==> config.mk <==
export PLATFORM = sky130hd
export DESIGN_NAME = pchr_regs
export DESIGN_NICKNAME = d
export VERILOG_FILES = /design/src/include/pchr_pkg.sv /design/src/hdl/pchr_wb_port.sv /design/src/hdl/pchr_spl_capture.sv /design/src/hdl/pchr_regs.sv
export SDC_FILE = /design/constraint.sdc
export NUM_CORES = 1
export LEC_CHECK = 0
export BUFFER_PORTS_ARGS = -buffer_cell sky130_fd_sc_hd__buf_2
export CORE_ASPECT_RATIO = 0.75
export CORE_UTILIZATION = 48
export CTS_CLUSTER_DIAMETER = 200
export DETAILED_ROUTE_END_ITERATION = 8
export PLACE_DENSITY = 0.85
export SLEW_MARGIN = 5
export SYNTH_ARGS = -nofsm -noshare
export SYNTH_HDL_FRONTEND = slang
export SYNTH_SLANG_ARGS = --single-unit
==> constraint.sdc <==
create_clock -name CLK -period 4.5 [get_ports CLK]
set_input_delay 0.9 -clock CLK [delete_from_list [all_inputs] [get_ports CLK]]
set_output_delay 0.9 -clock CLK [all_outputs]
set_load 0.1 [all_outputs]
==> src/include/pchr_pkg.sv <==
// Constants and carrier types for the capability header register bank.
package pchr_pkg;

  // ********************************************************
  // Bus geometry and register map
  // ********************************************************
  localparam int         WB_AW       = 8;
  localparam int         WB_DW       = 32;
  localparam logic [7:0] HDR_OFF     = 8'h40;
  localparam logic [7:0] DCAP_OFF    = 8'h44;
  localparam logic [7:0] CTL_OFF     = 8'hF0;
  localparam logic [7:0] STS_OFF     = 8'hF4;
  localparam logic [31:0] WORD_ZERO  = 32'h0000_0000;

  // ********************************************************
  // Capability header fields
  // ********************************************************
  localparam int         CAPABILITY_IDENTIFIER_LSB   = 0;
  localparam logic [7:0] CAPABILITY_IDENTIFIER_VAL   = 8'h10;
  localparam int         NXT_LSB     = 8;
  localparam logic [7:0] NXT_VAL     = 8'h70;
  localparam int         REV_LSB     = 16;
  localparam logic [3:0] REV_VAL     = 4'h1;
  localparam int         PTYPE_LSB   = 20;
  localparam logic [3:0] PTYPE_UP    = 4'h5;
  localparam logic [3:0] PTYPE_DN    = 4'h6;
  localparam int         SLOT_BIT    = 24;
  localparam logic       SLOT_RST    = 1'h0;
  localparam int         MSI_LSB     = 25;
  localparam logic [4:0] MSI_VAL     = 5'h0;

  // ********************************************************
  // Device capabilities fields
  // ********************************************************
  localparam int         MPS_LSB     = 0;
  localparam logic [2:0] MPS_RST     = 3'h4;
  localparam int         PFS_LSB     = 3;
  localparam logic [1:0] PFS_VAL     = 2'h0;
  localparam int         EXTENDED_TAG_SUPPORT_BIT    = 5;
  localparam logic       EXTENDED_TAG_SUPPORT_VAL    = 1'h1;
  localparam int         L0S_LSB     = 6;
  localparam logic [2:0] L0S_VAL     = 3'h0;
  localparam int         L1_LSB      = 9;
  localparam logic [2:0] L1_VAL      = 3'h0;
  localparam int         ABP_BIT     = 12;
  localparam int         AIP_BIT     = 13;
  localparam int         PIP_BIT     = 14;
  localparam logic       FLAG_RST    = 1'h0;
  localparam int         CSPL_LSB    = 18;
  localparam logic [7:0] CSPL_RST    = 8'h00;
  localparam logic [1:0] SCALE_RST   = 2'h0;

  // ********************************************************
  // Local control and status fields
  // ********************************************************
  localparam int         LOCK_BIT    = 0;
  localparam logic       LOCK_RST    = 1'h0;
  localparam int         STS_PT_LSB  = 0;
  localparam int         STS_SC_LSB  = 4;
  localparam int         STS_UP_BIT  = 8;
  localparam int         STS_RDY_BIT = 9;

  // ********************************************************
  // Types
  // ********************************************************
  typedef enum logic [0:0] {
    STRAP_WAIT = 1'b0,
    STRAP_DONE = 1'b1
  } pchr_strap_e;

  typedef struct packed {
    logic        cyc;
    logic        stb;
    logic        we;
    logic [7:0]  adr;
    logic [3:0]  sel;
    logic [31:0] dat;
  } pchr_wb_req_s;

  typedef struct packed {
    logic       valid;
    logic [7:0] value;
    logic [1:0] scale;
  } pchr_spl_msg_s;

endpackage

==> src/hdl/pchr_wb_port.sv <==
// Classic Wishbone slave handshake with registered acknowledge and read data.
`timescale 1ns/10ps
`default_nettype none
module pchr_wb_port (
  input  wire logic                  clk,
  input  wire logic                  reset,
  input  wire logic                  ce,
  input  wire pchr_pkg::pchr_wb_req_s req,
  input  wire logic [31:0]           rd_data,
  output logic                       take,
  output logic                       ack,
  output logic [31:0]                dat
);
  import pchr_pkg::*;

  typedef struct packed {
    logic        ack;
    logic [31:0] dat;
  } pchr_wbp_s;

  pchr_wbp_s st_q;
  pchr_wbp_s st_d;

  // A request is taken once; the ack cycle itself blocks a second take.
  assign take = ce & req.cyc & req.stb & ~st_q.ack;

  always_comb begin
    st_d     = st_q;
    st_d.ack = take;
    if (take) begin
      st_d.dat = req.we ? WORD_ZERO : rd_data;
    end
  end

  always_ff @(posedge clk or posedge reset) begin
    if (reset) begin
      st_q <= '{ack: 1'b0, dat: WORD_ZERO};
    end else if (ce) begin
      st_q <= st_d;
    end
  end

  assign ack = st_q.ack;
  assign dat = st_q.dat;
endmodule
`default_nettype wire

==> src/hdl/pchr_spl_capture.sv <==
// Holder for the slot power limit value and scale received on the upstream link.
`timescale 1ns/10ps
`default_nettype none
module pchr_spl_capture (
  input  wire logic                   clk,
  input  wire logic                   reset,
  input  wire logic                   ce,
  input  wire logic                   is_upstream,
  input  wire pchr_pkg::pchr_spl_msg_s msg,
  output logic [7:0]                  value,
  output logic [1:0]                  scale
);
  import pchr_pkg::*;

  typedef struct packed {
    logic [7:0] value;
    logic [1:0] scale;
  } pchr_spl_s;

  pchr_spl_s st_q;
  pchr_spl_s st_d;

  always_comb begin
    st_d = st_q;
    if (!is_upstream) begin
      st_d.value = CSPL_RST; // [RQ13]
      st_d.scale = SCALE_RST;
    end else if (msg.valid) begin
      st_d.value = msg.value; // [RQ13]
      st_d.scale = msg.scale; // [RQ14]
    end
  end

  always_ff @(posedge clk or posedge reset) begin
    if (reset) begin
      st_q <= '{value: CSPL_RST, scale: SCALE_RST};
    end else if (ce) begin
      st_q <= st_d;
    end
  end

  assign value = st_q.value;
  assign scale = st_q.scale;
endmodule
`default_nettype wire

==> src/hdl/pchr_regs.sv <==
// Capability header and device capabilities register bank of one switch port.
//
// Behaviour
// [RQ1] Header bits 7:0 always read the capability identifier 0x10.
// [RQ2] Header bits 15:8 always read next capability pointer 0x70.
// [RQ3] Header bits 19:16 always read structure revision 0x1.
// [RQ4] Header bit 24 slot flag resets to zero, writable while unlocked.
// [RQ5] Header bits 29:25 message vector index always read zero.
// [RQ6] Payload supported bits 2:0 reset to 0x4, writable while unlocked.
// [RQ7] Phantom function support bits 4:3 always read zero.
// [RQ8] Extended tag support bit 5 always reads one.
// [RQ9] Shallow standby exit tolerance bits 8:6 always read zero.
// [RQ10] Deep low-power exit tolerance bits 11:9 always read zero.
// [RQ11] Button, attention lamp, power lamp flags reset zero, writable while unlocked.
// [RQ12] Software should leave the three presence flags clear on downstream ports.
// [RQ13] Power limit bits 25:18 load from upstream messages, zero downstream.
// [RQ14] Software multiplies captured limit by the scale to obtain watts.
// [RQ15] Writes to fixed or reserved fields are dropped; they read fixed values.
//
// Decided for this implementation: the Wishbone slave port.
`timescale 1ns/10ps
`default_nettype none
module pchr_regs (
  input  wire logic                    CLK,
  input  wire logic                    RESET,
  input  wire logic                    CE,
  input  wire pchr_pkg::pchr_wb_req_s  WB_REQ,
  output logic                         WB_ACK_O,
  output logic [31:0]                  WB_DAT_O,
  input  wire logic                    PORT_UPSTREAM_STRAP,
  input  wire pchr_pkg::pchr_spl_msg_s SPL_MSG,
  output logic                         SLOT_IMPLEMENTED,
  output logic [2:0]                   MAX_PAYLOAD_SUPPORTED,
  output logic                         ATTENTION_BUTTON_FLAG,
  output logic                         ATTENTION_LAMP_FLAG,
  output logic                         POWER_LAMP_FLAG,
  output logic                         CONFIG_LOCKED
);
  import pchr_pkg::*;

  // ********************************************************
  // State
  // ********************************************************
  // The strap is captured once after reset release, so that the
  // asynchronous reset only ever loads constants.
  typedef struct packed {
    pchr_strap_e strap_st;
    logic        is_up;
    logic        slot;
    logic [2:0]  mps;
    logic        attention_button_flag;
    logic        attention_lamp_flag;
    logic        power_lamp_flag;
    logic        lock;
  } pchr_regs_s;

  localparam pchr_regs_s RESET_STATE = '{
    strap_st: STRAP_WAIT,
    is_up:    1'b0,
    slot:     SLOT_RST,
    mps:      MPS_RST,
    attention_button_flag:      FLAG_RST,
    attention_lamp_flag:      FLAG_RST,
    power_lamp_flag:      FLAG_RST,
    lock:     LOCK_RST
  };

  pchr_regs_s  st_q;
  pchr_regs_s  st_d;
  logic        take;
  logic [31:0] rd_data;
  logic [31:0] hdr_word;
  logic [31:0] dcap_word;
  logic [31:0] ctl_word;
  logic [31:0] sts_word;
  logic [31:0] wr_hdr;
  logic [31:0] wr_dcap;
  logic [31:0] wr_ctl;
  logic [7:0]  cspl_value;
  logic [1:0]  cspl_scale;
  logic        wr_en;

  // ********************************************************
  // Helper functions
  // ********************************************************
  // Merges write data into an old word lane by lane under the byte selects.
  function automatic logic [31:0] lane_merge(
    input logic [31:0] old_word,
    input logic [31:0] new_word,
    input logic [3:0]  sel
  );
    logic [31:0] res;
    res = old_word;
    for (int i = 0; i < 4; i++) begin
      if (sel[i]) begin
        res[i*8 +: 8] = new_word[i*8 +: 8];
      end
    end
    return res;
  endfunction

  // True when the given address falls in the same 32-bit word as the given offset.
  function automatic logic hits(
    input logic [7:0] adr,
    input logic [7:0] off
  );
    return adr[7:2] == off[7:2];
  endfunction

  // ********************************************************
  // Bus slave
  // ********************************************************
  pchr_wb_port u_wb (
    .clk     (CLK),
    .reset   (RESET),
    .ce      (CE),
    .req     (WB_REQ),
    .rd_data (rd_data),
    .take    (take),
    .ack     (WB_ACK_O),
    .dat     (WB_DAT_O)
  );

  assign wr_en = take & WB_REQ.we;

  // ********************************************************
  // Slot power limit capture
  // ********************************************************
  pchr_spl_capture u_spl (
    .clk         (CLK),
    .reset       (RESET),
    .ce          (CE),
    .is_upstream (st_q.is_up),
    .msg         (SPL_MSG),
    .value       (cspl_value),
    .scale       (cspl_scale)
  );

  // ********************************************************
  // Read words
  // ********************************************************
  // Every fixed field is rebuilt from constants on each read, so no
  // write can ever disturb it; bits 31:30 are left at zero.
  always_comb begin
    hdr_word = WORD_ZERO;
    hdr_word[CAPABILITY_IDENTIFIER_LSB +: 8] = CAPABILITY_IDENTIFIER_VAL; // [RQ1]
    hdr_word[NXT_LSB +: 8] = NXT_VAL; // [RQ2]
    hdr_word[REV_LSB +: 4] = REV_VAL; // [RQ3]
    hdr_word[PTYPE_LSB +: 4] = st_q.is_up ? PTYPE_UP : PTYPE_DN;
    hdr_word[SLOT_BIT] = st_q.slot; // [RQ4]
    hdr_word[MSI_LSB +: 5] = MSI_VAL; // [RQ5]
  end

  always_comb begin
    dcap_word = WORD_ZERO;
    dcap_word[MPS_LSB +: 3] = st_q.mps; // [RQ6]
    dcap_word[PFS_LSB +: 2] = PFS_VAL; // [RQ7]
    dcap_word[EXTENDED_TAG_SUPPORT_BIT] = EXTENDED_TAG_SUPPORT_VAL; // [RQ8]
    dcap_word[L0S_LSB +: 3] = L0S_VAL; // [RQ9]
    dcap_word[L1_LSB +: 3] = L1_VAL; // [RQ10]
    dcap_word[ABP_BIT] = st_q.attention_button_flag; // [RQ11]
    dcap_word[AIP_BIT] = st_q.attention_lamp_flag; // [RQ11]
    dcap_word[PIP_BIT] = st_q.power_lamp_flag; // [RQ11]
    dcap_word[CSPL_LSB +: 8] = cspl_value; // [RQ13]
  end

  always_comb begin
    ctl_word = WORD_ZERO;
    ctl_word[LOCK_BIT] = st_q.lock;
  end

  // The scale sits here so software can form the power ceiling.
  always_comb begin
    sts_word = WORD_ZERO;
    sts_word[STS_PT_LSB +: 4] = hdr_word[PTYPE_LSB +: 4];
    sts_word[STS_SC_LSB +: 2] = cspl_scale; // [RQ14]
    sts_word[STS_UP_BIT] = st_q.is_up;
    sts_word[STS_RDY_BIT] = (st_q.strap_st == STRAP_DONE);
  end

  // Unmapped offsets read as zero and still receive an acknowledge.
  always_comb begin
    rd_data = WORD_ZERO;
    if (hits(WB_REQ.adr, HDR_OFF)) begin
      rd_data = hdr_word;
    end else if (hits(WB_REQ.adr, DCAP_OFF)) begin
      rd_data = dcap_word;
    end else if (hits(WB_REQ.adr, CTL_OFF)) begin
      rd_data = ctl_word;
    end else if (hits(WB_REQ.adr, STS_OFF)) begin
      rd_data = sts_word;
    end
  end

  // ********************************************************
  // Write merge
  // ********************************************************
  assign wr_hdr  = lane_merge(hdr_word, WB_REQ.dat, WB_REQ.sel);
  assign wr_dcap = lane_merge(dcap_word, WB_REQ.dat, WB_REQ.sel);
  assign wr_ctl  = lane_merge(ctl_word, WB_REQ.dat, WB_REQ.sel);

  // ********************************************************
  // Next state
  // ********************************************************
  // Lockable fields take writes only while the lock bit is clear; the
  // lock bit itself stays writable so firmware can reopen the bank.
  always_comb begin
    st_d = st_q;
    case (st_q.strap_st)
      STRAP_WAIT: begin
        st_d.is_up    = PORT_UPSTREAM_STRAP;
        st_d.strap_st = STRAP_DONE;
      end
      STRAP_DONE: begin
        st_d.strap_st = STRAP_DONE;
      end
      default: begin
        st_d.strap_st = STRAP_WAIT;
      end
    endcase
    if (wr_en && !st_q.lock) begin
      if (hits(WB_REQ.adr, HDR_OFF)) begin
        st_d.slot = wr_hdr[SLOT_BIT]; // [RQ4] [RQ15]
      end
      if (hits(WB_REQ.adr, DCAP_OFF)) begin
        st_d.mps = wr_dcap[MPS_LSB +: 3]; // [RQ6] [RQ15]
        st_d.attention_button_flag = wr_dcap[ABP_BIT]; // [RQ11]
        st_d.attention_lamp_flag = wr_dcap[AIP_BIT]; // [RQ11]
        st_d.power_lamp_flag = wr_dcap[PIP_BIT]; // [RQ11]
      end
    end
    if (wr_en && hits(WB_REQ.adr, CTL_OFF)) begin
      st_d.lock = wr_ctl[LOCK_BIT];
    end
  end

  // ********************************************************
  // Registers
  // ********************************************************
  always_ff @(posedge CLK or posedge RESET) begin
    if (RESET) begin
      st_q <= RESET_STATE;
    end else if (CE) begin
      st_q <= st_d;
    end
  end

  // ********************************************************
  // Outputs
  // ********************************************************
  assign SLOT_IMPLEMENTED      = st_q.slot;
  assign MAX_PAYLOAD_SUPPORTED = st_q.mps;
  assign ATTENTION_BUTTON_FLAG = st_q.attention_button_flag;
  assign ATTENTION_LAMP_FLAG   = st_q.attention_lamp_flag;
  assign POWER_LAMP_FLAG       = st_q.power_lamp_flag;
  assign CONFIG_LOCKED         = st_q.lock;
endmodule
`default_nettype wire

==> reports/results.tsv, run 1 <==
metric	value	unit
rsz0062_at_grt	false	
cts_tree	yes	
drive_gt1_share	34.84	%
synthesis.area	1928	um^2
period_minus_slack	2.412	ns
final_hold_viol_count	0	
clk_pin_slew	0.07	ns
dp_hpwl	2954	um
postRouteAntennaNets	0	
grt_max_degree	41	
fillers	325	
post_dp_cell_area	2198	um^2
finalWeightedCongestion	0.7462	
vdd_drop_max	0.2686	mV
io-pin-count	103	
grt_util_all_layers	23.36	%
criticalPathCategory	in2reg	
drtIter0Drc	126	
coreArea	3756	um^2
fin_skew	0.005739	ns
clock.fmax	0.4147	GHz
vias	1578	
portBuffers	61	
hp-class	reg2reg	
fin_crit_sh	53.59	%
grt_overflow	0	
synth_compound_area_share	11.42	%
path_cells	buf_2 > and4b_1 > nand4_1 > o211ai_1	
synth_top_family_by_area	simple AND/OR/NAND/NOR gates	
path_buf_inv	1	
worstMarginPinSlew	0.6303	ns
p_per_area	367.1	nW/um^2
avgRoutedWirePerCell	14.75	um
synth_xor_area_share	0	%
cts_sinks	40	
yosys_warnings	0	
numCtsBuffers	5	
p_leak	0.001190	uW
slowest_stage	nand4_1	
synth_cell_types	35	
cp_top_family	simple AND/OR/NAND/NOR gates	
required	4.69	ns
cts_hold_buf	0	
area_growth	20.57	%
status	completed	
final.setup.tns	0	ns
antenna_cells	0	
critPathMaxFanout	17	
synth_area_leaders	dfrtp_1 51%, buf_4 6.2%, nand4_1 5.2%	
synth_simple_gate_area_share	18.23	%
ys_ff_latch	40	
worst_slew_margin_rel	57.85	%
drv_cap	0	
start_kind	primary input	
clk_latency	0.29	ns
die_y	56.89	um
clock_path_buffers	2	
htreeDepth	2	
maxSlewViolCount	0	
ys_seq_area_share	51.98	%
dr.pass1.iters	4	
syn_avg_cell_area	10.31	um^2
cts_resized	0	
grt_pass1_wl	7383	um
arrival	2.60	ns
synth_top_area_share	50.62	%
finish.instance_area	2325	um^2
postCtsSetupBuffers	0	
yosysTopAreaCell	dfrtp_1	
antenna_found_initial	0	
synth-adder-area-share	0	%
slowest_delay	0.58	ns
setup_violations	0	
rows	19	
cts_root_buffer	clkbuf_8	
layout.nets	305	
start_util	51.33	%
grt_pass1_vias	1578	
syn_inst	187	
cp-end-kind	flop	
dieArea	4277	um^2
synth.mux.area_fraction	5.775	%
dieWidth	75.19	um
wl	4366	um
viasPerCell	5.331	
drcViolationCount	0	
metrics by stage:
step | setup WS [ns] | cells | utilization, % | hold WS, ns | power, uW
after CTS | 2.105 | 296 | 61.89 | 0.4764 | 857.7
after global placement | 1.831 | 288 | 58.53 | 0.4527 | 536.6
after floorplan | 2.281 | 199 | - | 0.4396 | 516.2
after global routing | 1.938 | 296 | 61.89 | 0.5154 | 887.5
final | 2.088 | 296 | 61.89 | 0.4776 | 853.4
after detailed placement | 1.782 | 288 | 58.53 | 0.4580 | 539.6
cell type report:
cell class	instances	area [um^2]	area share, %
Sequential cell	40	1002	43.11
Timing Repair Buffer	63	320.3	13.78
Clock buffer	7	96.34	4.144
Inverter	21	78.83	3.391
Multi-Input combinational cell	112	732.0	31.49
Tap cell	52	65.06	2.799
Clock inverter	1	30.03	1.292
per-layer routing:
layer | up-vias | share of wire (%) | GRT usage, %
li1 | 739 | - | -
met1 | 768 | 43 | 32.82
met2 | 66 | 47 | 35.65
met3 | 5 | 8.2 | 5.566
met4 | 0 | 1.2 | 7.672
met5 | - | 0 | 0
synth_stat cells, drive strengths merged:
| cell type | n |
|---|---|
| nor4 | 2 |
| mux2i | 1 |
| a32oi | 1 |
| nor3b | 1 |
| nand4 | 16 |
| o21ai | 17 |
| nor4bb | 1 |
| o221ai | 3 |
| nand3 | 2 |
| a211o | 1 |
| mux2 | 9 |
| dfstp | 1 |
| or2 | 1 |
| nor2 | 2 |
| nor4b | 1 |
| and3b | 1 |
| clkbuf | 7 |
| a22oi | 1 |
| conb | 1 |
| and4b | 2 |
| nor2b | 1 |
| o211ai | 7 |
| and2 | 1 |
| inv | 21 |
| buf | 19 |
| nand2 | 19 |
| a21oi | 3 |
| or4b | 1 |
| dfrtp | 39 |
| a31o | 1 |
| o21a | 1 |
| nand4b | 3 |
logic make-up after synthesis:
group | count (synthesis)
AND/OR/NAND/NOR | 54
buffers and inverters | 47
flip-flops | 40
AO/OA/AOI/OAI | 35
multiplexers | 10
other | 1
power by group:
group | switching (uW) | total, uW | internal (uW)
clock network | 124 | 320 | 196
logic | 120 | 148 | 28.1
registers | 10.7 | 386 | 375
registers in the layout (all words and copies together) (netlist names):
signal                 flops
CONFIG_LOCKED              1
st_q                       2
u_wb.dat                  19
u_spl.scale                2
ATTENTION_BUTTON_FLAG      1
ATTENTION_LAMP_FLAG        1
SLOT_IMPLEMENTED           1
u_spl.value                8
POWER_LAMP_FLAG            1
u_wb.ack                   1
MAX_PAYLOAD_SUPPORTED      3
path summary, 6_finish.rpt:
| path | from | end | slack, ns | cells after the start |
|---|---|---|---|---|
| min in group asynchronous | RESET | u_wb.dat[0]$_DFFE_PP0P_ | 0.71 | 3 |
| worst max register to register | u_wb.ack$_DFFE_PP0P_ | u_wb.dat[13]$_DFFE_PP0P_ | 2.56 | 3 |
| worst min-delay path | st_q[9]$_DFFE_PP0P_ | st_q[9]$_DFFE_PP0P_ | 0.48 | 1 |
| max in group asynchronous | RESET | MAX_PAYLOAD_SUPPORTED[2]$_DFFE_PP1P_ | 3.41 | 3 |
| worst max-delay path | CE | u_wb.dat[13]$_DFFE_PP0P_ | 2.09 | 4 |
| worst min register to register | st_q[9]$_DFFE_PP0P_ | st_q[9]$_DFFE_PP0P_ | 0.48 | 1 |
placed cells by master, fill, tap and decap left out, drive strengths merged, types with 3 or more instances in the layout:
master,count
o21ai,17
nand4,16
dfrtp,39
o211ai,7
inv,21
nand2,19
clkbuf,7
buf,63
mux2,9
nand4b,3
conb,13
o221ai,3
a21oi,3
(Power assumes the default switching activity.)
==> run 2, diff against run 1 <==
--- a/config.mk
+++ b/config.mk
@@ -7,10 +7,10 @@
 export LEC_CHECK = 0
 export BUFFER_PORTS_ARGS = -buffer_cell sky130_fd_sc_hd__buf_2
 export CORE_ASPECT_RATIO = 0.75
-export CORE_UTILIZATION = 48
+export CORE_UTILIZATION = 40
 export CTS_CLUSTER_DIAMETER = 200
 export DETAILED_ROUTE_END_ITERATION = 8
-export PLACE_DENSITY = 0.85
+export PLACE_DENSITY = 0.75
 export SLEW_MARGIN = 5
 export SYNTH_ARGS = -nofsm -noshare
 export SYNTH_HDL_FRONTEND = slang
==> constraint.sdc (replaced) <==
create_clock -name CLK -period 2 [get_ports CLK]
set_input_delay 0.4 -clock CLK [delete_from_list [all_inputs] [get_ports CLK]]
set_output_delay 0.4 -clock CLK [all_outputs]
set_load 0.1 [all_outputs]
==> run 2 against run 1 <==
  * Hold slack got worse by 0.31 ns
  * Cell area is 1.3% higher
  * Combinational power rose by 140%
  * Critical path depth decreased by 1
  * Register-to-register slack got worse by 2.3 ns
  * Count of clock-buffer cells in the layout stayed put
  * Wire length up 0.27%
  * Global-route usage decreased by 4.5 points
  * Sequential power rose by 120%
  * Largest cell class unchanged
==> reports/results.tsv, run 2 (synthesis results as in run 1) <==
metric	value	unit	change
viasPerCell	5.058		was 5.331
drtIter0Drc	81		was 126
grt_overflow	0		unchanged
finish.instance_area	2355	um^2	was 2325 um^2
fillers	460		was 325
dp_slack	0.04258	ns	was 1.782 ns
start_kind	flop		was primary input
drive_gt1_share	36.76	%	was 34.84%
grt_pass1_vias	1452		was 1578
fin_ws	0.2312	ns	was 2.088 ns
antenna_cells	0		unchanged
io-pin-count	103		unchanged
fin_crit_sh	88.44	%	
avgRoutedWirePerCell	14.12	um	was 14.75 um
layout.nets	314		was 305
numCtsBuffers	5		unchanged
wl	4378	um	was 4366 um
p_per_area	732.1	nW/um^2	was 367.1 nW/um^2
vdd_drop_max	0.4580	mV	was 0.2686 mV
vias	1568		was 1578
largest_reg_flops	19		unchanged
fin_skew	0.008212	ns	was 0.005739 ns
area_growth	22.13	%	was 20.57%
finalWeightedCongestion	0.8258		was 0.7462
arrival	1.94	ns	was 2.60 ns
required	2.17	ns	was 4.69 ns
grt_max_degree	30		was 41
postRouteAntennaNets	0		unchanged
critPathMaxFanout	4		was 17
layout_commonest_cell	buf_2		unchanged
report.power.total	1724	uW	was 853.4 uW
criticalPathCategory	reg2reg		was in2reg
clock.fmax	0.5654	GHz	
die_y	62.13	um	was 56.89 um
postLayoutCoreUtil	51.80	%	was 61.89%
status	completed		unchanged
hp-class	in2async		was reg2reg
dieArea	5105	um^2	was 4277 um^2
slowest_stage	nor4_4		was nand4_1
path_cells	nand4b_1 > nor4_4 > mux2_2		was buf_2 > and4b_1 > nand4_1 > o211ai_1
htreeDepth	2		unchanged
clk_latency	0.29	ns	about the same
dieWidth	82.17	um	was 75.19 um
drv_cap	0		unchanged
cts_hold_buf	0		unchanged
cp-end-kind	flop		unchanged
rsz0062_at_grt	false		unchanged
grt_util_all_layers	18.88	%	was 23.36%
period_minus_slack	1.769	ns	
final_cell_mix	61 x buf_2, 38 x dfrtp_1, 21 x inv_1, 19 x nand2_1, 17 x o21ai_0		was 61 x buf_2, 39 x dfrtp_1, 21 x inv_1, 19 x nand2_1, 17 x o21ai_0
dp_hpwl	3254	um	was 2954 um
maxSlewViolCount	0		unchanged
cts_sinks	40		unchanged
dr.pass1.iters	4		unchanged
clock_path_buffers	2		unchanged
grt_pass1_wl	7148	um	was 7383 um
cts_tree	yes		unchanged
final_hold_viol_count	0		unchanged
antenna_found_initial	0		unchanged
portBuffers	61		unchanged
cts_root_buffer	clkbuf_8		unchanged
clk_pin_slew	0.08	ns	was 0.07 ns
final.setup.tns	0	ns	unchanged
rows	21		was 19
start_util	42.42	%	was 51.33%
drcViolationCount	0		unchanged
coreArea	4546	um^2	was 3756 um^2
post_dp_cell_area	2273	um^2	was 2198 um^2
setup_violations	0		unchanged
postCtsSetupBuffers	0		unchanged
p_leak	0.001206	uW	was 0.001190 uW
slowest_delay	0.47	ns	was 0.58 ns
cts_resized	0		unchanged
[run 2: cell count changes in the layout (fill, tap and decap cells not counted)]
cell,change
bufinv_16,-1
dfrtp_1,-1
clkbuf_8,-2
clkinv_2,+1
buf_4,+9
clkbuf_1,+2
dfrtp_2,+1
[run 2: through the flow]
stage	std cells	hold WS (ns)
after floorplan	199	0.4396
after global placement	302	0.4517
after detailed placement	302	0.4549
after CTS	310	0.1764
after global routing	310	0.1827
final	310	0.1707
[run 2: per-layer routing]
metal	share of wire, %	global-route usage (%)	vias to the layer above
met5	0	0	-
met4	0.87	5.921	0
met3	5.8	4.118	5
met2	44	26.76	55
met1	49	28.46	749
li1	-	-	759
[run 2: power by group]
part           total (uW)  switching [uW]  internal, uW
logic                 351             280          70.7
registers             860            15.2           845
clock network         513             268           245
total                1720             563          1160
[run 2: cell type report]
cell class	count	area, um^2	share of cell area (%)
multi-input combinational	112	732.0	31.08
clock inverter	1	5.005	0.2125
clock buffer	7	76.32	3.241
tap	57	71.32	3.029
sequential	40	1003	42.61
inverter	21	78.83	3.348
timing repair buffer	72	387.9	16.47
[run 2: path summary, 6_finish.rpt]
check,startpoint,endpoint,slack [ns],cells after the start
worst max-delay path,u_wb.ack$_DFFE_PP0P_,ATTENTION_BUTTON_FLAG$_DFFE_PP0P_,0.23,3
worst min-delay path,RESET,u_wb.dat[25]$_DFFE_PP0P_,0.17,3
worst max register to register,u_wb.ack$_DFFE_PP0P_,ATTENTION_BUTTON_FLAG$_DFFE_PP0P_,0.23,3
worst min register to register,st_q[9]$_DFFE_PP0P_,st_q[9]$_DFFE_PP0P_,0.47,1
max in group asynchronous,RESET,u_spl.scale[1]$_DFFE_PP0P_,1.31,4
min in group CLK,WB_REQ[13],ATTENTION_LAMP_FLAG$_DFFE_PP0P_,0.33,2
[run 2: critical path, delay by kind of cell (launching register included)]
kind | cells | cell delay (ns)
multiplexers | 1 | 0.37
AND/OR/NAND/NOR | 2 | 0.86
flip-flops | 1 | 0.42
